===== src/core/nsf_pkg.sv =====
package nsf_pkg;

    // ------------------------------------------------------------
    // Register map
    // ------------------------------------------------------------
    localparam logic [3:0] NSF_ADDR_STATUS = 4'h0;
    localparam logic [3:0] NSF_ADDR_IMASK = 4'h1;
    localparam logic [3:0] NSF_ADDR_BUSCTL = 4'h2;
    localparam logic [3:0] NSF_ADDR_EVENT = 4'h3;

    // ------------------------------------------------------------
    // Status and bus control bit positions
    // ------------------------------------------------------------
    localparam int NSF_BIT_RX_INHIB = 7;
    localparam int NSF_BIT_POR = 4;
    localparam int NSF_BIT_TEST = 3;
    localparam int NSF_BIT_RECON = 2;
    localparam int NSF_BIT_TMA = 1;
    localparam int NSF_BIT_TA = 0;
    localparam int NSF_BIT_WIDE = 0;

    // ------------------------------------------------------------
    // Reset values
    // ------------------------------------------------------------
    localparam logic [7:0] NSF_STATUS_RST = 8'h91;
    localparam logic [7:0] NSF_IMASK_RST = 8'h00;
    localparam logic [7:0] NSF_EVENT_RST = 8'h00;
    localparam logic NSF_WIDE_RST = 1'b0;
    // Status bits whose level may raise the interrupt through the mask
    localparam logic [7:0] NSF_INT_BITS = 8'h85;
    // Bits of the event register that exist
    localparam logic [7:0] NSF_EVENT_BITS = 8'h97;

    // ------------------------------------------------------------
    // Timing
    // ------------------------------------------------------------
    localparam real NSF_CLK_MHZ = 125.0;
    localparam real NSF_IDLE_US = 20.5;
    localparam int NSF_IDLE_CYC_I = int'($ceil(NSF_IDLE_US * NSF_CLK_MHZ));
    localparam int NSF_IDLE_W = 12;
    localparam logic [NSF_IDLE_W-1:0] NSF_IDLE_CYC = NSF_IDLE_W'(NSF_IDLE_CYC_I);

    // ------------------------------------------------------------
    // Transmit tracking states
    // ------------------------------------------------------------
    typedef enum logic [2:0] {
        NSF_TX_IDLE = 3'b001,
        NSF_TX_WAIT_TOKEN = 3'b010,
        NSF_TX_SENDING = 3'b100
    } nsf_tx_state_t;

endpackage : nsf_pkg


===== src/core/nsf_node_status_flags.sv =====
// What this block does
// - Receiver inhibited after reset or packet stored, until enabled
// - Receive-enable command clears receiver inhibited
// - NAK senders while receiver inhibited
// - Interrupt on masked inhibit, reconfig, available
// - Reset or zero node id sets POR
// - Clear-flags command clears POR
// - Test bit reads zero
// - Line idle timeout sets reconfiguration flag
// - Clear-flags command clears reconfiguration flag
// - Acknowledged transmit sets TMA; valid after TA
// - Broadcast never sets TMA
// - Transmit-enable command clears TMA
// - Last byte or disable sets TA
// - TA clears at next token after enable
// - Wide bus select enables 16-bit access
// - Reset loads status pattern 1001 0001
//
// The register addresses and strobed register access were decided locally.
module nsf_node_status_flags
    import nsf_pkg::*;
(
    input wire logic clk_sys,
    input wire logic resetn,
    // Register port
    input wire logic [3:0] reg_addr,
    input wire logic [7:0] reg_wdata,
    input wire logic reg_wr,
    input wire logic reg_rd,
    output logic [7:0] reg_rdata,
    // Host commands, one-cycle pulses
    input wire logic sw_reset,
    input wire logic receive_enable_command,
    input wire logic cmd_tx_enable,
    input wire logic cmd_tx_disable,
    input wire logic cmd_clear_flags,
    input wire logic node_id_zero_written,
    // Network events, one-cycle pulses except the offer, broadcast and line inputs
    input wire logic rx_packet_stored,
    input wire logic rx_packet_offered,
    input wire logic tx_ack_received,
    input wire logic tx_is_broadcast,
    input wire logic tx_last_byte_sent,
    input wire logic token_received,
    input wire logic line_receive_input,
    // Outputs
    output logic rx_accept_enable,
    output logic rx_nak_reply,
    output logic wide_bus_select,
    output logic irq
);

    // ------------------------------------------------------------
    // Declarations
    // ------------------------------------------------------------
    logic rx_inhibited_flag;
    logic por_flag;
    logic recon_flag;
    logic tma_flag;
    logic ta_flag;
    logic [7:0] interrupt_mask_reg;
    logic [7:0] event_reg;
    logic [7:0] status_view;
    logic [7:0] status_prev;
    logic [7:0] next_rdata;
    logic [NSF_IDLE_W-1:0] idle_cnt;
    logic idle_timeout;
    nsf_tx_state_t tx_state;
    nsf_tx_state_t next_tx_state;
    logic wr_imask;
    logic wr_busctl;
    logic rd_event;

    assign wr_imask = reg_wr && (reg_addr == NSF_ADDR_IMASK);
    assign wr_busctl = reg_wr && (reg_addr == NSF_ADDR_BUSCTL);
    assign rd_event = reg_rd && (reg_addr == NSF_ADDR_EVENT);

    // ------------------------------------------------------------
    // Status view
    // ------------------------------------------------------------
    always_comb
    begin
        status_view = 8'h00;
        status_view[NSF_BIT_RX_INHIB] = rx_inhibited_flag;
        status_view[NSF_BIT_POR] = por_flag;
        status_view[NSF_BIT_TEST] = 1'b0;
        status_view[NSF_BIT_RECON] = recon_flag;
        status_view[NSF_BIT_TMA] = tma_flag;
        status_view[NSF_BIT_TA] = ta_flag;
    end

    // ------------------------------------------------------------
    // Receiver inhibit
    // ------------------------------------------------------------
    // A stored packet in the same cycle as a new enable wins while the receiver is open, so the
    // host never misses that its page was consumed.
    always_ff @(posedge clk_sys or negedge resetn)
    begin
        if (!resetn)
        begin
            rx_inhibited_flag <= NSF_STATUS_RST[NSF_BIT_RX_INHIB];
        end
        else if (sw_reset)
        begin
            rx_inhibited_flag <= NSF_STATUS_RST[NSF_BIT_RX_INHIB];
        end
        else if (rx_packet_stored && !rx_inhibited_flag)
        begin
            rx_inhibited_flag <= 1'b1;
        end
        else if (receive_enable_command)
        begin
            rx_inhibited_flag <= 1'b0;
        end
    end

    assign rx_accept_enable = !rx_inhibited_flag;
    assign rx_nak_reply = rx_packet_offered && rx_inhibited_flag;

    // ------------------------------------------------------------
    // Power-on-reset flag
    // ------------------------------------------------------------
    always_ff @(posedge clk_sys or negedge resetn)
    begin
        if (!resetn)
        begin
            por_flag <= NSF_STATUS_RST[NSF_BIT_POR];
        end
        else if (sw_reset || node_id_zero_written)
        begin
            por_flag <= 1'b1;
        end
        else if (cmd_clear_flags)
        begin
            por_flag <= 1'b0;
        end
    end

    // ------------------------------------------------------------
    // Line idle timer
    // ------------------------------------------------------------
    // Any high level on the line counts as activity and restarts the
    // interval; the timer rearms itself after each expiry.
    always_ff @(posedge clk_sys or negedge resetn)
    begin
        if (!resetn)
        begin
            idle_cnt <= '0;
        end
        else if (sw_reset || line_receive_input || idle_timeout)
        begin
            idle_cnt <= '0;
        end
        else
        begin
            idle_cnt <= idle_cnt + 1'b1;
        end
    end

    assign idle_timeout = (idle_cnt == NSF_IDLE_CYC - 1'b1) && !line_receive_input;

    always_ff @(posedge clk_sys or negedge resetn)
    begin
        if (!resetn)
        begin
            recon_flag <= NSF_STATUS_RST[NSF_BIT_RECON];
        end
        else if (sw_reset)
        begin
            recon_flag <= NSF_STATUS_RST[NSF_BIT_RECON];
        end
        else if (idle_timeout)
        begin
            recon_flag <= 1'b1;
        end
        else if (cmd_clear_flags)
        begin
            recon_flag <= 1'b0;
        end
    end

    // ------------------------------------------------------------
    // Transmit tracking
    // ------------------------------------------------------------
    always_comb
    begin
        next_tx_state = tx_state;
        case (tx_state)
            NSF_TX_IDLE:
            begin
                if (cmd_tx_enable)
                begin
                    next_tx_state = NSF_TX_WAIT_TOKEN;
                end
            end
            NSF_TX_WAIT_TOKEN:
            begin
                if (cmd_tx_disable)
                begin
                    next_tx_state = NSF_TX_IDLE;
                end
                else if (token_received)
                begin
                    next_tx_state = NSF_TX_SENDING;
                end
            end
            NSF_TX_SENDING:
            begin
                if (cmd_tx_disable || tx_last_byte_sent)
                begin
                    next_tx_state = NSF_TX_IDLE;
                end
            end
            default:
            begin
                next_tx_state = NSF_TX_IDLE;
            end
        endcase
    end

    always_ff @(posedge clk_sys or negedge resetn)
    begin
        if (!resetn)
        begin
            tx_state <= NSF_TX_IDLE;
        end
        else if (sw_reset)
        begin
            tx_state <= NSF_TX_IDLE;
        end
        else
        begin
            tx_state <= next_tx_state;
        end
    end

    // Available drops only when the token arrives, not at the command
    always_ff @(posedge clk_sys or negedge resetn)
    begin
        if (!resetn)
        begin
            ta_flag <= NSF_STATUS_RST[NSF_BIT_TA];
        end
        else if (sw_reset)
        begin
            ta_flag <= NSF_STATUS_RST[NSF_BIT_TA];
        end
        else if (cmd_tx_disable)
        begin
            ta_flag <= 1'b1;
        end
        else if (tx_state == NSF_TX_SENDING && tx_last_byte_sent)
        begin
            ta_flag <= 1'b1;
        end
        else if (tx_state == NSF_TX_WAIT_TOKEN && token_received)
        begin
            ta_flag <= 1'b0;
        end
    end

    always_ff @(posedge clk_sys or negedge resetn)
    begin
        if (!resetn)
        begin
            tma_flag <= NSF_STATUS_RST[NSF_BIT_TMA];
        end
        else if (sw_reset)
        begin
            tma_flag <= NSF_STATUS_RST[NSF_BIT_TMA];
        end
        else if (tx_ack_received && !tx_is_broadcast && tx_state != NSF_TX_IDLE)
        begin
            tma_flag <= 1'b1;
        end
        else if (cmd_tx_enable)
        begin
            tma_flag <= 1'b0;
        end
    end

    // ------------------------------------------------------------
    // Mask, bus control and event registers
    // ------------------------------------------------------------
    always_ff @(posedge clk_sys or negedge resetn)
    begin
        if (!resetn)
        begin
            interrupt_mask_reg <= NSF_IMASK_RST;
        end
        else if (wr_imask)
        begin
            interrupt_mask_reg <= reg_wdata;
        end
    end

    // Bus width is a host interface setting, kept through soft reset
    always_ff @(posedge clk_sys or negedge resetn)
    begin
        if (!resetn)
        begin
            wide_bus_select <= NSF_WIDE_RST;
        end
        else if (wr_busctl)
        begin
            wide_bus_select <= reg_wdata[NSF_BIT_WIDE];
        end
    end

    always_ff @(posedge clk_sys or negedge resetn)
    begin
        if (!resetn)
        begin
            status_prev <= NSF_STATUS_RST;
        end
        else
        begin
            status_prev <= status_view;
        end
    end

    // Rising flags latch here; a read clears, a new rise in that cycle wins
    always_ff @(posedge clk_sys or negedge resetn)
    begin
        if (!resetn)
        begin
            event_reg <= NSF_EVENT_RST;
        end
        else if (rd_event)
        begin
            event_reg <= status_view & ~status_prev & NSF_EVENT_BITS;
        end
        else
        begin
            event_reg <= event_reg | (status_view & ~status_prev & NSF_EVENT_BITS);
        end
    end

    // ------------------------------------------------------------
    // Interrupt
    // ------------------------------------------------------------
    always_comb
    begin
        irq = |(status_view & interrupt_mask_reg & NSF_INT_BITS);
        irq = irq || |(event_reg & interrupt_mask_reg);
    end

    // ------------------------------------------------------------
    // Read port
    // ------------------------------------------------------------
    // Status writes fall through the decoder untouched.
    always_comb
    begin
        next_rdata = 8'h00;
        if (reg_rd)
        begin
            case (reg_addr)
                NSF_ADDR_STATUS: next_rdata = status_view;
                NSF_ADDR_IMASK: next_rdata = interrupt_mask_reg;
                NSF_ADDR_BUSCTL: next_rdata = {7'h00, wide_bus_select};
                NSF_ADDR_EVENT: next_rdata = event_reg;
                default: next_rdata = 8'h00;
            endcase
        end
    end

    always_ff @(posedge clk_sys or negedge resetn)
    begin
        if (!resetn)
        begin
            reg_rdata <= 8'h00;
        end
        else
        begin
            reg_rdata <= next_rdata;
        end
    end

endmodule : nsf_node_status_flags


===== config.mk =====
export PLATFORM = sky130hd
export DESIGN_NAME = nsf_node_status_flags
export DESIGN_NICKNAME = d
export VERILOG_FILES = /design/src/core/nsf_pkg.sv /design/src/core/nsf_node_status_flags.sv
export SDC_FILE = /design/constraint.sdc
export NUM_CORES = 1
export LEC_CHECK = 0
export BUFFER_PORTS_ARGS = -buffer_cell sky130_fd_sc_hd__buf_2
export CAP_MARGIN = 40
export CORE_MARGIN = 5
export CORE_UTILIZATION = 54
export CTS_CLUSTER_DIAMETER = 200
export CTS_CLUSTER_SIZE = 28
export DETAILED_ROUTE_END_ITERATION = 10
export GPL_TIMING_DRIVEN = 1
export PLACE_DENSITY = 0.78
export SLEW_MARGIN = 15
export SYNTH_ARGS = -nofsm -noshare
export SYNTH_HDL_FRONTEND = slang
export SYNTH_SLANG_ARGS = --single-unit

===== constraint.sdc =====
create_clock -name clk_sys -period 2.45 [get_ports clk_sys]
set_clock_uncertainty 0.1 [all_clocks]
set_input_delay 0.49 -clock clk_sys [delete_from_list [all_inputs] [get_ports clk_sys]]
set_output_delay 0.49 -clock clk_sys [all_outputs]
set_load 0.03 [all_outputs]

==> results.sh <==
export IMPL_r2r_slack_ns=0.52
export IMPL_fp_dieArea_um2=5220
export IMPL_start_util_pct=56.3
export IMPL_synthArstFlopShare_pct=100
export IMPL_required_ns=2.51
export IMPL_placed_area_um2=2330
export IMPL_synth_fp_nets=213
export IMPL_drv_slew=0
export IMPL_hold_viol=0
export IMPL_syn_avg_cell_area_um2=11.5
export IMPL_hold_path_class="in2async"
export IMPL_power_density_nw_per_um2=662
export IMPL_r2r_start="idle_cnt[0]$_DFF_PN0_"
export IMPL_synth_commonest_cells="40 x dfrtp_1, 14 x nor2_1, 11 x inv_1, 10 x nand3_1"
export IMPL_clk_pin_slew_worst_paths_ns=0.09
export IMPL_diodes=0
export IMPL_cts_buffer_depth=2
export IMPL_crit_family="simple AND/OR/NAND/NOR gates"
export IMPL_rsz0062_at_grt="no"
export IMPL_crit_cells=5
export IMPL_grt_overflow=0
export IMPL_crit_path_end_kind="flop"
export IMPL_antenna_left=0
export IMPL_nets=256
export IMPL_synth_top_area_cell="dfrtp_1"
export IMPL_ctsHtreeMaxLevel=2
export IMPL_drive_above_1_share_pct=31.9
export IMPL_cpPeakStageDelay_ns=0.51
export IMPL_vias=1510
export IMPL_core_area_um2=3720
export IMPL_drtIter0Drc=94
export IMPL_slew_headroom_pct=62.5
export IMPL_maxCapViolCount=0
export IMPL_period_share_pct=78.9
export IMPL_ys_flop_type="dfrtp_1"
export IMPL_crit_buf_inv=1
export IMPL_worstPathArrival_ns=2.00
export IMPL_final_area_um2=2440
export IMPL_die_h_um=72.3
export IMPL_syn_inst=182
export IMPL_cts_tree="done"
export IMPL_cts_hold_fix_buffers=0
export IMPL_vdd_drop_max_uv=433
export IMPL_final_setup_viol_count=0
export IMPL_fin_util_pct=65.6
export IMPL_root_buffer="clkbuf_8"
export IMPL_grt_max_degree=48
export IMPL_drtPass1Iterations=4
export IMPL_tightest_slew_ns=0.563
export IMPL_fmax_ghz=0.517
export IMPL_crit_start="idle_cnt[0]$_DFF_PN0_"
export IMPL_cts_buffers=5
export IMPL_grt_pass1_vias=1460
export IMPL_clock_sinks=47
export IMPL_cts_resized=0
export IMPL_syn_area_um2=2090
export IMPL_grt_pass1_wl_um=6680
export IMPL_preCtsSetupSlack_ns=0.490
export IMPL_worstSkewPairLatency_ns=0.29
export IMPL_yosysWarnings=0
export IMPL_crit_fanout=12
export IMPL_crit_chain="inv_1, ha_1, or4bb_1, o31ai_4, nor2_1"
export IMPL_pin_count=41
export IMPL_ys_types=43
export IMPL_antenna_found_initial=0
export IMPL_critPathKind="reg2reg"
export IMPL_largest_reg_flops=12
export IMPL_die_w_um=72.3
export IMPL_yosysTopAreaCellShare_pct=47.8
export IMPL_synth_most_common_cell="dfrtp_1"
export IMPL_ys_top_cells_by_area="dfrtp_1 48%, dfstp_2 8.8%, mux2_2 4.8%"
export IMPL_fillers=312
export IMPL_synth_edf_count=0
export IMPL_vias_per_cell=5.51
export IMPL_setup_slack_ns=0.516
export IMPL_io_buffers=40
export IMPL_outcome="completed"
export IMPL_drc_errors=0
export IMPL_post_place_cells=266
export IMPL_yosysSeqAreaShare_pct=56.6
export IMPL_regToRegEndpoint="idle_cnt[2]$_DFF_PN0_"
export IMPL_synth_ff_latch_count=47
export IMPL_slowest_stage="o31ai_4"
export IMPL_leakagePower_nw=1.12
export IMPL_gp_congestion=0.828
export IMPL_finalNonFillerCells=274
export IMPL_grt_usage_pct=16.2
export IMPL_dp_hpwl_um=2830
export IMPL_wirelength_um=3920
export IMPL_cts_setup_buffers=0
export IMPL_areaGrowthSynthToFinish_pct=16.4
export IMPL_finalCriticalPeriod_ns=1.93
export IMPL_rows=22
export IMPL_setup_tns_ns=0
export IMPL_r2r_cells=5
export IMPL_start_kind="flop"
export IMPL_routedWlPerCell_um=14.3
==> final cells by class <==
type	instances	area, µm²	area share [%]
Clock buffer	7	96.3	3.95
Clock inverter	1	7.51	0.308
Inverter	11	41.3	1.69
Multi-Input combinational cell	119	838	34.4
Sequential cell	47	1180	48.6
Tap cell	48	60.1	2.47
Timing Repair Buffer	41	208	8.53
==> placed cells by master (no fill, tap or decap), types with 4 or more instances in the layout <==
master and count:
buf_2 40, o21ai_0 9, or3b_2 4, clkbuf_8 7, dfrtp_1 40, dfstp_2 7
nor2_1 14, nand4_1 4, o31ai_1 4, o21a_1 5, mux2_2 9, mux2i_1 4
and2_1 4, nand2_1 6, inv_1 11, a21oi_1 8, or3_1 4, nand3_1 10
==> routing by layer <==
| layer | wire, µm | track usage (%) | vias up |
|---|---|---|---|
| met5 | 0 | 0 | - |
| met4 | 38 | 5.01 | 0 |
| met3 | 235 | 4.16 | 5 |
| met2 | 1850 | 24.3 | 32 |
| met1 | 1790 | 23.3 | 729 |
| li1 | - | - | 744 |
==> metrics by stage <==
stage / power [W] / hold WS [ns]
after global placement: 0.00111 / 0.273
after detailed placement: 0.00112 / 0.275
after CTS: 0.00163 / 0.185
after global routing: 0.00169 / 0.213
final: 0.00161 / 0.164
after floorplan: 0.00103 / 0.0944
==> worst max-delay path by stage <==
stage	end	slack, ns
3_3_place_gp	idle_cnt[4]$_DFF_PN0_	0.54
5_1_grt	idle_cnt[5]$_DFF_PN0_	0.35
4_1_cts	idle_cnt[1]$_DFF_PN0_	0.49
3_5_place_dp	idle_cnt[4]$_DFF_PN0_	0.49
6_report	idle_cnt[2]$_DFF_PN0_	0.52
2_1_floorplan	idle_cnt[10]$_DFF_PN0_	0.72
==> power by group <==
part / internal, W / switching [W]
Clock: 0.000257 / 0.000252
Combinational: 0.000103 / 0.000112
Sequential: 0.000843 / 0.0000463
==> kinds of logic (layout without fill, tap and decap cells) <==
kind of cell / after synthesis / after routing / synth area share (%)
mux: 14 / 14 / 7.83
fa+ha+maj: 2 / 2 / 1.20
buf+inv: 16 / 60 / 3.35
flops: 47 / 47 / 56.6
xor+xnor: 3 / 3 / 1.26
compound gates: 38 / 38 / 12.7
simple gates: 62 / 62 / 17.0
Power figures use the tool's default switching activity.
